## config.mk

```make
export PLATFORM = sky130hd
export DESIGN_NAME = tkps_keying
export DESIGN_NICKNAME = d
export VERILOG_FILES = /design/src/hw/tkps_pkg.sv /design/src/hw/tkps_keying.sv
export SDC_FILE = /design/constraint.sdc
export NUM_CORES = 1
export LEC_CHECK = 0
export BUFFER_PORTS_ARGS = -buffer_cell sky130_fd_sc_hd__clkbuf_2
export CAP_MARGIN = 10
export CELL_PAD_IN_SITES_DETAIL_PLACEMENT = 1
export CELL_PAD_IN_SITES_GLOBAL_PLACEMENT = 2
export CORE_MARGIN = 8
export CORE_UTILIZATION = 32
export DETAILED_ROUTE_END_ITERATION = 8
export GPL_TIMING_DRIVEN = 0
export PLACE_DENSITY_LB_ADDON = 0.1
export SYNTH_ARGS = -nofsm -noshare
export SYNTH_HDL_FRONTEND = slang
export SYNTH_SLANG_ARGS = --single-unit
```

## constraint.sdc

```tcl
create_clock -name clock -period 1.57 [get_ports clock]
set_clock_uncertainty 0.15 [all_clocks]
set_input_delay 0.314 -clock clock [delete_from_list [all_inputs] [get_ports clock]]
set_output_delay 0.314 -clock clock [all_outputs]
set_load 0.01 [all_outputs]
```

## src/hw/tkps_pkg.sv

```systemverilog
// tkps_pkg: constants and types for the trip keying and power select block
package tkps_pkg;

	// --------------------------------------------------------------
	// keying modes and power levels
	// --------------------------------------------------------------
	typedef enum logic [1:0] {
		KEY_SINGLE,
		KEY_REDUNDANT,
		KEY_START_STOP,
		KEY_THREE_FREQ
	} tkps_key_e;

	typedef enum logic [1:0] {
		PWR_LOW,
		PWR_MID,
		PWR_HIGH
	} tkps_pwr_e;

	// switch pair {a, b}: 1,1 = 1 W; 1,0 = 3 W; 0,x = 10 W (b driven 1)
	localparam logic [1:0] SW_LOW  = 2'h3;
	localparam logic [1:0] SW_MID  = 2'h2;
	localparam logic [1:0] SW_HIGH = 2'h1;

	// --------------------------------------------------------------
	// input pin bit positions in the synchroniser vector
	// --------------------------------------------------------------
	localparam int IN_TRIP1 = 0;
	localparam int IN_TRIP2 = 1;
	localparam int IN_VOICE = 2;
	localparam int IN_BOOST = 3;
	localparam int IN_DROP  = 4;
	localparam int IN_PICK  = 5;
	localparam int IN_W     = 6;

	// --------------------------------------------------------------
	// jumper configuration and transmitter control word
	// --------------------------------------------------------------
	typedef struct packed {
		tkps_key_e key_mode;
		logic      voice_system;
		logic      mute_on_trip;
		tkps_pwr_e guard_level;
		tkps_pwr_e trip_level;
	} tkps_cfg_s;

	typedef struct packed {
		logic freq_sel_one;
		logic freq_sel_two;
		logic switch_a;
		logic switch_b;
		logic speech_am_gate;
	} tkps_tx_s;

	localparam tkps_tx_s TX_RESET = '{1'b0, 1'b1, 1'b1, 1'b1, 1'b0};

endpackage

```

## src/hw/tkps_keying.sv

```systemverilog
// tkps_keying: trip input keying, frequency and power selection, alarm
`timescale 1ns/1ps

module tkps_keying
	import tkps_pkg::*;
#(
	parameter int SYNC_DEPTH = 2
) (
	input  wire logic      clock,
	input  wire logic      reset,
	input  wire tkps_cfg_s cfg,
	input  wire logic      trip_one,
	input  wire logic      trip_two,
	input  wire logic      voice_enable,
	input  wire logic      force_boost,
	input  wire logic      carrier_above_drop,
	input  wire logic      carrier_above_pick,
	output tkps_tx_s       tx_ctrl,
	output logic           trip_one_indicator,
	output logic           trip_two_indicator,
	output logic           carrier_level_indicator,
	output logic           has_tripped_n
);

	// --------------------------------------------------------------
	// elaboration checks
	// --------------------------------------------------------------
	if (SYNC_DEPTH != 2) begin : g_bad_depth
		$error("tkps_keying: SYNC_DEPTH must be 2");
	end

	// --------------------------------------------------------------
	// input synchronisers
	// --------------------------------------------------------------
	// trip contacts arrive through isolators, asynchronous to clock
	logic [IN_W-1:0] sync_a;
	logic [IN_W-1:0] sync_b;
	tkps_cfg_s       cfg_a;
	tkps_cfg_s       cfg_q;

	always_ff @(posedge clock) begin
		if (reset) begin
			sync_a <= '0;
			sync_b <= '0;
		end else begin
			sync_a <= {carrier_above_pick, carrier_above_drop,
				force_boost, voice_enable, trip_two, trip_one};
			sync_b <= sync_a;
		end
	end

	// jumpers are static straps; double registered all the same
	always_ff @(posedge clock) begin
		cfg_a <= cfg;
		cfg_q <= cfg_a;
	end

	logic t1;
	logic t2;
	logic voice;
	logic boost;
	logic tripping;

	assign t1       = sync_b[IN_TRIP1];
	assign t2       = sync_b[IN_TRIP2];
	assign voice    = sync_b[IN_VOICE];
	assign boost    = sync_b[IN_BOOST];
	assign tripping = t1 | t2;

	// --------------------------------------------------------------
	// frequency selection
	// --------------------------------------------------------------
	logic next_sel_one;
	logic next_sel_two;

	// no register between the synchronisers and the output stage
	always_comb begin
		next_sel_one = 1'b0;
		next_sel_two = 1'b1;
		case (cfg_q.key_mode)
			KEY_SINGLE: begin
				next_sel_one = t1;
			end
			KEY_REDUNDANT: begin
				next_sel_one = t1 & t2;
			end
			KEY_START_STOP: begin
				next_sel_one = t1 & ~t2;
			end
			KEY_THREE_FREQ: begin
				// first select is a don't care while the second is low
				next_sel_one = t1;
				next_sel_two = ~t2;
			end
			default: begin
				next_sel_one = 1'b0;
				next_sel_two = 1'b1;
			end
		endcase
	end

	// --------------------------------------------------------------
	// power level and modulator gate
	// --------------------------------------------------------------
	tkps_pwr_e base_level;
	tkps_pwr_e level;
	logic      muted;
	logic      voice_on;
	logic      next_gate;
	logic [1:0] next_sw;

	always_comb begin
		base_level = tripping ? cfg_q.trip_level : cfg_q.guard_level;
		muted      = cfg_q.mute_on_trip & tripping;
		voice_on   = cfg_q.voice_system & voice & ~muted;
		level      = base_level;
		next_gate  = 1'b0;
		// boost is assumed absent in voice systems, so it simply wins
		if (boost) begin
			level     = PWR_HIGH;
			next_gate = 1'b0;
		end else if (voice_on) begin
			// speech always rides at the middle level
			level     = PWR_MID;
			next_gate = 1'b1;
		end
		case (level)
			PWR_LOW:  next_sw = SW_LOW;
			PWR_MID:  next_sw = SW_MID;
			PWR_HIGH: next_sw = SW_HIGH;
			default:  next_sw = SW_LOW;
		endcase
		if (level == PWR_HIGH) begin
			next_gate = 1'b0;
		end
	end

	tkps_tx_s next_tx;

	always_comb begin
		next_tx.freq_sel_one   = next_sel_one;
		next_tx.freq_sel_two   = next_sel_two;
		next_tx.switch_a       = next_sw[1];
		next_tx.switch_b       = next_sw[0];
		next_tx.speech_am_gate = next_gate;
	end

	// --------------------------------------------------------------
	// indicators, status and carrier alarm
	// --------------------------------------------------------------
	logic next_ind_one;
	logic next_ind_two;
	logic next_has_tripped_n;
	logic next_alarm;

	always_comb begin
		next_ind_one       = t1;
		next_ind_two       = t2;
		next_has_tripped_n = ~tripping;
		next_alarm         = carrier_level_indicator;
		// gap between drop and pick levels gives the hysteresis
		if (!sync_b[IN_DROP]) begin
			next_alarm = 1'b0;
		end else if (sync_b[IN_PICK]) begin
			next_alarm = 1'b1;
		end
	end

	// --------------------------------------------------------------
	// output registers
	// --------------------------------------------------------------
	always_ff @(posedge clock) begin
		if (reset) begin
			tx_ctrl                 <= TX_RESET;
			trip_one_indicator      <= 1'b0;
			trip_two_indicator      <= 1'b0;
			carrier_level_indicator <= 1'b0;
			has_tripped_n           <= 1'b1;
		end else begin
			tx_ctrl                 <= next_tx;
			trip_one_indicator      <= next_ind_one;
			trip_two_indicator      <= next_ind_two;
			carrier_level_indicator <= next_alarm;
			has_tripped_n           <= next_has_tripped_n;
		end
	end

	// --------------------------------------------------------------
	// assertions
	// --------------------------------------------------------------
	a_guard_sends: assert property (
		@(posedge clock) disable iff (reset)
		(!t1 && !t2) |=> (!tx_ctrl.freq_sel_one && tx_ctrl.freq_sel_two
			&& has_tripped_n)
	) else $error("guard not sent with no trip input");

	a_trip_indicators: assert property (
		@(posedge clock) disable iff (reset)
		##1 ((trip_one_indicator == $past(t1))
			&& (trip_two_indicator == $past(t2)))
	) else $error("trip indicator does not follow its input");

	a_single_mode: assert property (
		@(posedge clock) disable iff (reset)
		(cfg_q.key_mode == KEY_SINGLE)
			|=> tx_ctrl.freq_sel_one == $past(t1)
	) else $error("single mode select differs from trip one");

	a_redundant_mode: assert property (
		@(posedge clock) disable iff (reset)
		(cfg_q.key_mode == KEY_REDUNDANT)
			|=> tx_ctrl.freq_sel_one == ($past(t1) && $past(t2))
	) else $error("redundant mode select wrong");

	a_start_stop: assert property (
		@(posedge clock) disable iff (reset)
		(cfg_q.key_mode == KEY_START_STOP && t2)
			|=> !tx_ctrl.freq_sel_one
	) else $error("trip two did not cancel trip one");

	a_three_freq: assert property (
		@(posedge clock) disable iff (reset)
		(cfg_q.key_mode == KEY_THREE_FREQ)
			|=> (tx_ctrl.freq_sel_two == !$past(t2))
	) else $error("three frequency second select wrong");

	a_force_boost: assert property (
		@(posedge clock) disable iff (reset)
		boost |=> (!tx_ctrl.switch_a && !tx_ctrl.speech_am_gate)
	) else $error("force boost did not command highest level");

	a_gate_level: assert property (
		@(posedge clock) disable iff (reset)
		tx_ctrl.speech_am_gate |-> (tx_ctrl.switch_a && !tx_ctrl.switch_b)
	) else $error("modulator gated outside middle level");

	a_voice_mid: assert property (
		@(posedge clock) disable iff (reset)
		(!boost && voice && cfg_q.voice_system && !cfg_q.mute_on_trip)
			|=> tx_ctrl.speech_am_gate
	) else $error("unmuted voice did not enable modulator");

	a_has_tripped: assert property (
		@(posedge clock) disable iff (reset)
		(t1 || t2) |=> !has_tripped_n
	) else $error("has-tripped not low during trip");

	a_alarm_drop: assert property (
		@(posedge clock) disable iff (reset)
		!sync_b[IN_DROP] |=> !carrier_level_indicator
	) else $error("carrier alarm did not drop out");

	a_alarm_hold: assert property (
		@(posedge clock) disable iff (reset)
		(carrier_level_indicator && sync_b[IN_DROP])
			|=> carrier_level_indicator
	) else $error("carrier alarm dropped above drop level");

	a_trip_boost: assert property (
		@(posedge clock) disable iff (reset)
		(!boost && !cfg_q.voice_system && t1
			&& cfg_q.trip_level == PWR_HIGH) |=> !tx_ctrl.switch_a
	) else $error("trip did not raise level to highest");

	a_guard_low: assert property (
		@(posedge clock) disable iff (reset)
		(!boost && !voice_on && !tripping && cfg_q.guard_level == PWR_LOW)
			|=> (tx_ctrl.switch_a && tx_ctrl.switch_b)
	) else $error("guard did not command lowest level");

	a_three_freq_one: assert property (
		@(posedge clock) disable iff (reset)
		(cfg_q.key_mode == KEY_THREE_FREQ && !t2)
			|=> (tx_ctrl.freq_sel_one == $past(t1))
	) else $error("three frequency first select wrong");

	a_high_no_gate: assert property (
		@(posedge clock) disable iff (reset)
		!tx_ctrl.switch_a |-> !tx_ctrl.speech_am_gate
	) else $error("modulator gated at highest level");

	a_muted_gate: assert property (
		@(posedge clock) disable iff (reset)
		(tripping && cfg_q.mute_on_trip) |=> !tx_ctrl.speech_am_gate
	) else $error("muted voice still gates modulator");

endmodule

```

* Word-level counts from Yosys, hierarchy flattened
Index checks and enable logic that the tools add are counted.
Storage, ports and cells: bits in registers 37, input bits 16, output and inout bits 9, logic and storage cells 48
Cells by class: equality and inequality tests 5, multiplexer cells 6, bitwise logic cells 11, reduce and logical (&&, ||, !) cells 5
Operator list (count):
- == test 2 bit (second input constant) | 3
- 2-to-1 mux 2 bit | 3
- OR reduction 2 bit | 3
- AND 1 bit | 5
- inverter 1 bit | 5
- == test 2 x 1 -> 1 bit (second input constant) | 2
- one-hot mux 2 bit (2 select lines) | 1
- one-hot mux 1 bit (3 select lines) | 1
- OR reduction 3 bit | 1
- logical NOT 2 bit | 1
- 2-to-1 mux 1 bit | 1
- OR 1 bit | 1

* Longest topological paths before layout
Gate-level depths: netlist of run 1.
word-level depth 8, mapped depth 4

* Worst setup path after synthesis of run 1
Ideal clock, no wire load.
path kind register -> register, start register sync_b[1], end register tx_ctrl[1] (netlist bit), library setup time 0.122 ns, data arrival time 1.102 ns, path slack 0.196 ns, stages on the path, launching flop included 4, period minus slack after synthesis 1.374 ns, path through dfxtp_1 -> nor2_2 -> or3b_1 -> a311o_1
On the way: word-level cells in the longest chain between the ends 8
Ends and longest elaborated chain:
- start: declaration | line tkps_keying.sv:37 | logic [IN_W-1:0] sync_b;
- start signal: assignment | line tkps_keying.sv:48 | sync_b <= sync_a;
- OR 1 bit (*) | line tkps_keying.sv:68 | assign tripping = t1 | t2;
- AND 1 bit | line tkps_keying.sv:114 | muted = cfg_q.mute_on_trip & tripping;
- inverter 1 bit | line tkps_keying.sv:115 | voice_on = cfg_q.voice_system & voice & ~muted;
- AND 1 bit | line tkps_keying.sv:115
- 2-to-1 mux 2 bit (*) | line tkps_keying.sv:122 | end else if (voice_on) begin
- 2-to-1 mux 2 bit (*) | line tkps_keying.sv:119 | if (boost) begin
- == test 2 bit or == test 2 x 1 -> 1 bit (tied branches) | line tkps_keying.sv:127 | case (level)
- one-hot mux 2 bit (2 select lines) (*) | line tkps_keying.sv:127
- end signal: assignment | line tkps_keying.sv:180 | tx_ctrl <= next_tx;
- end: declaration | line tkps_keying.sv:18 | output tkps_tx_s tx_ctrl,
Every way passes the cells marked *; elsewhere a longest branch is shown, timed or not. A chain may end at the register's enable or synchronous reset.

* Worst setup path after layout of run 1
start register sync_b[0], end register tx_ctrl[1] (netlist bit)
The elaborated chain is that of the path after synthesis.

==> flow_summary_export.csv, run 1 <==
group,metric,value,unit
status,status,"finished, final reports clean",
global_routing,grt_use_total,0.07793,
timing,rsz0062_at_grt,"false",
global_routing,gr-total-overflow,0,
critical_path,critical_path.max_fanout,4,
worst_hold_path,hold_end,"sync_a[3]",
critical_path,reg2reg_from,"sync_b[0]",
drt,drc,0,
pwr,total_power,1.555,mW
clock_tree,cts-root-buf,"clkbuf_4",
placement,place.gp.congestion,0.6174,
drt,routed-wl-met3,145,um
yosys,synth_warnings,0,
die,die_area,0.005088,mm^2
die,die_y,71.33,um
placement,hpwl,1.202,mm
worst_hold_path,hold_path.class,"input pin to flop",
drt,wl_met2,928,um
timing,finalSetupTns,0,ps
placement,place_inst,130,
critical_path,worstPathRequired,1620,ps
critical_path,critical_path_arrival,1490,ps
yosys,synthDistinctLibCells,20,
clock_tree,clock_path_buffers,2,
clock_tree,clkSlewWorstSetupHoldPaths,100,ps
die,ios,25,
drt,vias,633,
timing,hold_viol_final,0,
yosys,synth_area,979.7,um^2
yosys,post_synth.cell_area_avg,13.42,um^2
finish,num_antenna_cells,0,
global_routing,grt_pass1_vias,735,
clock_tree,cts-buffers-inserted,5,
critical_path,critPathKind,"flop to flop",
finish,syn2layout_area_growth,30.40,%
critical_path,r2r_cells,3,
drt,drt_iter0_drc,13,
clock_tree,post-cts-setup-buffers,0,
die,rows,20,
die,core,0.002978,mm^2
worst_hold_path,hp-start,"force_boost",
placement,preCtsSetupSlack,72.22,ps
yosys,ys_ff_latch,37,
global_routing,grt_pass1_wl,3.022,mm
timing,holdWs,56.55,ps
finish,drive_gt1_frac,0.2857,
critical_path,r2r-end,"tx_ctrl[1]",
pwr,leakage,0.5566,nW
drt,routed_wl,1.706,mm
yosys,ys_seq_area_frac,0.7561,
worst_hold_path,holdPathStages,2,
timing,max_slew_margin,0.7211,
timing,tightest_slew,418.4,ps
critical_path,end_kind,"flop",
critical_path,critPathLaunchType,"flop",
die,die_w,71.33,um
timing,fin_crit,1439,ps
clock_tree,cts_tree,"built",
yosys,syn-instance-count,73,
global_routing,grt_max_degree,11,
timing,layout_setup_ws,130.7,ps
timing,clock.fmax,0.6948,GHz
finish,fin_cells,145,
clock_tree,clkSinkCount,37,
placement,io_buffers,24,
finish,final_cell_mix,"36 x dfxtp_1, 24 x clkbuf_2, 14 x nor2b_1",
drt,top_layer,"met4",
drt,final_antenna_net_count,0,
finish,final_nets,130,
pwr,vdd_drop_max,578.1,uV
yosys,syn-num-nets,91,
timing,setup_viol,0,
drt,wire_per_inst,11.77,um
clock_tree,htreeDepth,2,
drt,m1WireLength,618,um
die,initial_core_util,0.3290,
timing,finalMaxSlewViolations,0,
global_routing,antenna_found_initial,0,
critical_path,r2r_slack,130,ps
job,max-cap-violations,0,
drt,routed_via_density,4.366,
clock_tree,clock_latency,310,ps
finish,final_common_cell,"dfxtp_1",
pwr,powerDensity,1217,mW/mm^2
timing,fin_crit_sh,0.9168,
drt,drt-pass1-iter-count,2,
per-stage QoR:
step	util	cell area (um^2)
floorplan	-	979.7
global placement	0.3832	1141
detailed placement	0.3832	1141
CTS	0.4286	1276
global route	0.4290	1277
finish	0.4290	1277
kinds of logic (layout without fill, tap and decap cells):
family | count (synthesis) | in the layout | synth area share
AOI/OAI and AO/OA | 5 | 5 | 0.03959
xor gates and xnor gates | 1 | 1 | 0.008942
adders and majority gates | 2 | 2 | 0.02554
buffers and inverters | 3 | 42 | 0.01149
DFF | 37 | 37 | 0.7561
and+or+nand+nor | 25 | 25 | 0.1584
cell usage after synthesis:
master / number / area, um^2
o21a_1: 1 / 7.510
nor3_1: 1 / 5.000
nand3_1: 1 / 5.000
ha_1: 2 / 25.02
nand3b_1: 1 / 7.510
or3b_1: 1 / 8.760
nor2b_1: 14 / 87.58
nor3b_1: 2 / 15.01
nor2_1: 2 / 7.510
nor2_2: 1 / 6.260
clkbuf_1: 1 / 3.750
o31ai_1: 1 / 7.510
nand2_1: 1 / 3.750
dfxtp_1: 37 / 740.7
xor2_1: 1 / 8.760
nor4b_1: 1 / 8.760
a41oi_1: 1 / 8.760
inv_1: 2 / 7.510
o21ai_0: 1 / 5.000
a311o_1: 1 / 10.01
flip-flops by register name (all words and copies together) (netlist names):
register,flops
carrier_level_indicator,1
cfg_a,8
cfg_q,8
has_tripped_n,1
sync_a,6
sync_b,6
trip_one_indicator,1
trip_two_indicator,1
tx_ctrl,5
power by group:
part           internal [mW]  switching [mW]
sequential             0.982          0.0152
combinational         0.0497          0.0328
clock                  0.212           0.264
total                   1.24           0.312
worst max-delay path, stage by stage, from the launching register on:
cell and delay, ps:
dfxtp_1 400, nor2_2 60, or3b_1 350, a311o_1 360
timing repair:
item,4_1_cts,5_1_grt
endpoints found under the hold margin,8,0
hold buffers,8,0
resized for setup,0,1
setup endpoints to repair,0,1
worst max-delay path by stage:
stage | start | cells past startpoint | slack (ps) | endpoint
5_1_grt | sync_b[0] | 3 | 60 | tx_ctrl[1]
6_report | sync_b[0] | 3 | 130 | tx_ctrl[1]
3_3_place_gp | sync_b[1] | 3 | 100 | tx_ctrl[1]
2_1_floorplan | sync_b[1] | 3 | 200 | tx_ctrl[1]
3_5_place_dp | sync_b[1] | 3 | 70 | tx_ctrl[1]
4_1_cts | sync_b[1] | 3 | 60 | tx_ctrl[1]
layout make-up:
| cell class | instances | area, um^2 |
|---|---|---|
| plain buffers | 1 | 3.754 |
| fillers | 335 | 1700 |
| flip-flops and latches | 37 | 742.0 |
| well taps | 33 | 41.29 |
| inverters | 2 | 7.507 |
| repair buffers | 32 | 200.2 |
| clock buffers | 7 | 55.05 |
| multi-input cells | 33 | 227.7 |
layer usage:
layer / global-route usage / vias to the layer above
met5: 0 / -
met1: 0.06650 / 300
met4: 0.04850 / 0
met2: 0.1357 / 17
met3: 0.04603 / 2
li1: - / 314
Note: power is estimated with default switching activity, not from simulation.
==> run 2: changes to the inputs <==
Settings changed: REMOVE_ABC_BUFFERS set to 1.
==> run 2 against run 1 <==
Final area rose by 4.1%. Combinational power shrank 1%. Die area is the same. Total power is 21% higher.
==> flow_summary_export.csv, run 2 (synthesized netlist as in run 1, its figures left out) <==
group,metric,value,unit
finish,num_antenna_cells,0,
die,core,0.002978,mm^2
critical_path,worstPathRequired,1650,ps
placement,place.gp.congestion,0.7297,
global_routing,gr-total-overflow,0,
timing,rsz0062_at_grt,"false",
critical_path,critical_path.max_fanout,5,
die,die_w,71.33,um
clock_tree,ctsHoldBuffers,8,
clock_tree,clkSlewWorstSetupHoldPaths,110,ps
worst_hold_path,hold_path.class,"input pin to flop",
critical_path,end_kind,"flop",
timing,clock.fmax,0.6714,GHz
die,initial_core_util,0.3290,
timing,max_slew_margin,0.7713,
die,die_y,71.33,um
finish,syn2layout_area_growth,35.76,%
die,rows,20,
critical_path,cp-endpoint,"tx_ctrl[1]",
clock_tree,cts_resized,0,
critical_path,r2r_cells,3,
critical_path,startpoint,"sync_b[1]",
critical_path,r2r-end,"tx_ctrl[1]",
critical_path,critPathKind,"flop to flop",
finish,final_common_cell,"dfxtp_1",
timing,setup_viol,0,
pwr,powerDensity,1409,mW/mm^2
die,die_area,0.005088,mm^2
drt,drc,0,
global_routing,grt_pass1_vias,625,
timing,finalMaxSlewViolations,0,
drt,routed_wl,1.583,mm
pwr,vdd_drop_max,555.2,uV
drt,wire_per_inst,10.84,um
drt,final_antenna_net_count,0,
critical_path,reg2reg_from,"sync_b[1]",
placement,io_buffers,24,
clock_tree,cts-buffers-inserted,5,
drt,drt_iter0_drc,8,
clock_tree,clock_latency,340,ps
pwr,total_power,1.874,mW
timing,fin_crit,1489,ps
global_routing,antenna_found_initial,0,
worst_hold_path,holdPathStages,2,
clock_tree,post-cts-setup-buffers,0,
timing,tightest_slew,343.0,ps
timing,hold_viol_final,0,
critical_path,critical_path_arrival,1570,ps
drt,routed_via_density,4.055,
finish,final_nets,130,
clock_tree,clock_path_buffers,2,
clock_tree,cts_tree,"built",
finish,top_regs,"cfg_a: 8 flops, cfg_q: 8 flops",
timing,holdWs,28.54,ps
drt,vias,592,
clock_tree,clkSinkCount,37,
clock_tree,cts-root-buf,"clkbuf_4",
critical_path,r2r_slack,80,ps
critical_path,critPathLaunchType,"flop",
global_routing,grt_use_total,0.07529,
timing,fin_crit_sh,0.9487,
global_routing,grt_pass1_wl,2.794,mm
die,ios,25,
job,max-cap-violations,0,
global_routing,grt_max_degree,19,
pwr,leakage,0.5830,nW
drt,drt-pass1-iter-count,2,
finish,drive_gt1_frac,0.2920,
finish,final_cell_mix,"37 x dfxtp_1, 24 x clkbuf_2, 14 x nor2b_1",
status,status,"finished, final reports clean",
clock_tree,htreeDepth,2,
timing,finalSetupTns,0,ps
placement,hpwl,1.086,mm
[run 2: worst min-delay path by stage]
stage          slack (ps)          from         to
5_1_grt                10  voice_enable  sync_a[2]
2_1_floorplan         160      cfg_a[0]   cfg_q[0]
3_3_place_gp          160      cfg_a[6]   cfg_q[6]
6_report               30  voice_enable  sync_a[2]
3_5_place_dp          160      cfg_a[2]   cfg_q[2]
4_1_cts                 5   force_boost  sync_a[3]
[run 2: area by class of cell]
| class | instances | area (um^2) |
|---|---|---|
| fillers | 322 | 1648 |
| inverters | 2 | 7.507 |
| clock inverters | 3 | 65.06 |
| repair buffers | 33 | 210.2 |
| flip-flops and latches | 37 | 740.7 |
| clock buffers | 5 | 37.54 |
| multi-input cells | 33 | 227.7 |
| well taps | 33 | 41.29 |
[run 2: layer usage]
metal,global-route usage,up-vias,wire (um)
met5,0,-,0
met2,0.1010,23,673
li1,-,314,-
met3,0.04742,8,178
met4,0.08314,0,71
met1,0.07383,247,660
[run 2: worst max-delay path, stage by stage, from the launching register on]
cell,delay [ps]
dfxtp_1,440
nor2_2,80
or3b_1,360
a311o_1,350
[run 2: power breakdown]
group / switching, mW / leakage, nW / internal, mW
Combinational: 0.0306 / 0.220 / 0.0506
Sequential: 0.0156 / 0.308 / 0.982
Clock: 0.302 / 0.0552 / 0.493
Total: 0.349 / 0.583 / 1.53
[run 2: metrics by stage]
| step | worst slack, ps | cell area [um^2] | cells | utilization |
|---|---|---|---|---|
| 6_report | 80.59 | 1330 | 146 | 0.4466 |
| 3_5_place_dp | 104.4 | 1137 | 129 | 0.3819 |
| 2_1_floorplan | 196.5 | 975.9 | 72 | - |
| 4_1_cts | 64.32 | 1320 | 145 | 0.4433 |
| 3_3_place_gp | 103.6 | 1137 | 129 | 0.3819 |
| 5_1_grt | 29.54 | 1330 | 146 | 0.4466 |
==> run 3: changes to the inputs <==
Settings changed: CORE_UTILIZATION 32 to 29.
Clock period 1.57 ns to 1.35 ns, I/O delays scaled along.
==> run 3 against run 2 <==
Total power shrank 2.2%. Worst hold slack gained 160 ps. Clock power shrank 29%. Core utilization shrank 3.0 points. Largest cell class unchanged.
==> flow_summary_export.csv, run 3 (synthesized netlist as in run 1, its figures left out) <==
group,metric,value,unit
die,initial_core_util,0.2983,
placement,hpwl,1.171,mm
critical_path,critPathLaunchType,"flop",
critical_path,critical_path_arrival,1360,ps
clock_tree,clock_latency,330,ps
placement,place.gp.congestion,0.6420,
clock_tree,clkSlewWorstSetupHoldPaths,100,ps
drt,routed_via_density,3.933,
pwr,leakage,0.5918,nW
critical_path,worstPathRequired,1410,ps
global_routing,grt_pass1_vias,686,
clock_tree,clock_path_buffers,2,
drt,drc,0,
drt,drt_iter0_drc,20,
clock_tree,cts_tree,"built",
die,core,0.003284,mm^2
critical_path,critical_path.max_fanout,4,
timing,finalMaxSlewViolations,0,
drt,final_antenna_net_count,0,
clock_tree,htreeDepth,2,
finish,top_regs,"cfg_a: 8 flops, cfg_q: 8 flops",
finish,final_cell_mix,"35 x dfxtp_1, 24 x clkbuf_2, 14 x nor2b_1, 14 x dlygate4sd3_1, 5 x clkbuf_4",
die,die_area,0.005494,mm^2
critical_path,crit_path_max_incr_delay,370,ps
pwr,vdd_drop_max,553.1,uV
finish,syn2layout_area_growth,39.72,%
finish,utilization,0.4168,
critical_path,reg2reg_from,"sync_b[1]",
finish,num_antenna_cells,0,
global_routing,gr-total-overflow,0,
timing,setup_viol,0,
timing,tightest_slew,364.2,ps
die,die_w,74.12,um
die,ios,25,
global_routing,grt_use_total,0.07376,
timing,rsz0062_at_grt,"true",
finish,drive_gt1_frac,0.2941,
critical_path,path_cells,"nor2_2 > or3b_1 > a311o_1",
worst_hold_path,hold_path.class,"flop to flop",
timing,hold_viol_final,0,
critical_path,end_kind,"flop",
clock_tree,clkSinkCount,37,
global_routing,grt_pass1_wl,2.932,mm
drt,drt-pass1-iter-count,2,
status,status,"finished, final reports clean",
critical_path,crit_slowest_cell,"dfxtp_4",
pwr,powerDensity,1339,mW/mm^2
drt,routed_wl,1.790,mm
drt,wire_per_inst,10.85,um
global_routing,grt_max_degree,19,
die,rows,21,
clock_tree,cts-buffers-inserted,5,
clock_tree,cts-root-buf,"clkbuf_4",
timing,clock.fmax,0.7713,GHz
timing,fin_crit_sh,0.9604,
timing,fin_crit,1297,ps
timing,holdWs,185.8,ps
job,max-cap-violations,0,
finish,final_nets,137,
pwr,total_power,1.834,mW
finish,final_common_cell,"dfxtp_1",
critical_path,critPathKind,"flop to flop",
global_routing,antenna_found_initial,0,
die,die_y,74.12,um
drt,vias,649,
timing,max_slew_margin,0.7572,
worst_hold_path,hp-start,"cfg_a[4]",
placement,io_buffers,24,
finish,num-fill-cells,357,
critical_path,startpoint,"sync_b[1]",
run 3: timing repair:
item / in CTS / in global routing
setup endpoints to repair: 1 / 1
resized for setup: 3 / 1
buffers inserted: 1 / 1
endpoints found under the hold margin: 14 / 0
pin swaps: 1 / 1
gates cloned: 0 / 0
hold buffers: 14 / 0
run 3: critical path: cells and delay by family, from the launching register on:
kind / cells / cell delay (ps)
AND/OR/NAND/NOR: 2 / 400
AO/OA/AOI/OAI: 1 / 260
flip-flops: 1 / 370
run 3: path summary, 6_finish.rpt:
check / slack (ps) / cells past startpoint / to
hold / removal: 190 / 0 / cfg_q[4]
setup reg to reg: 50 / 3 / tx_ctrl[1]
hold reg to reg: 190 / 0 / cfg_q[4]
setup / recovery: 50 / 3 / tx_ctrl[1]
run 3: area by class of cell:
class / count / area (um^2) / share of cell area
sequential: 37 / 745.7 / 0.5448
timing repair buffer: 40 / 275.3 / 0.2011
inverter: 2 / 7.507 / 0.005484
tap: 46 / 57.56 / 0.04205
multi-input combinational: 33 / 227.7 / 0.1664
clock buffer: 7 / 55.05 / 0.04022
run 3: metrics by stage:
step	TNS [ps]	setup slack (ps)	std cells	cell area (um^2)
3_3_place_gp	-116.4	-116.4	142	1154
3_5_place_dp	-117.6	-117.6	142	1154
2_1_floorplan	-23.54	-23.54	72	975.9
4_1_cts	0	2.242	164	1361
6_report	0	53.46	165	1369
5_1_grt	-2.412	-2.412	165	1369
run 3: power breakdown:
group	internal (mW)	switching (mW)
clock network	0.246	0.317
logic	0.0716	0.0419
registers	1.14	0.0169
total	1.46	0.375
run 3: metal layers:
metal  part of all wire  track usage
met1               0.43      0.07369
met2               0.45       0.1123
met3              0.088      0.04717
met4              0.025      0.04656
met5                  0            0
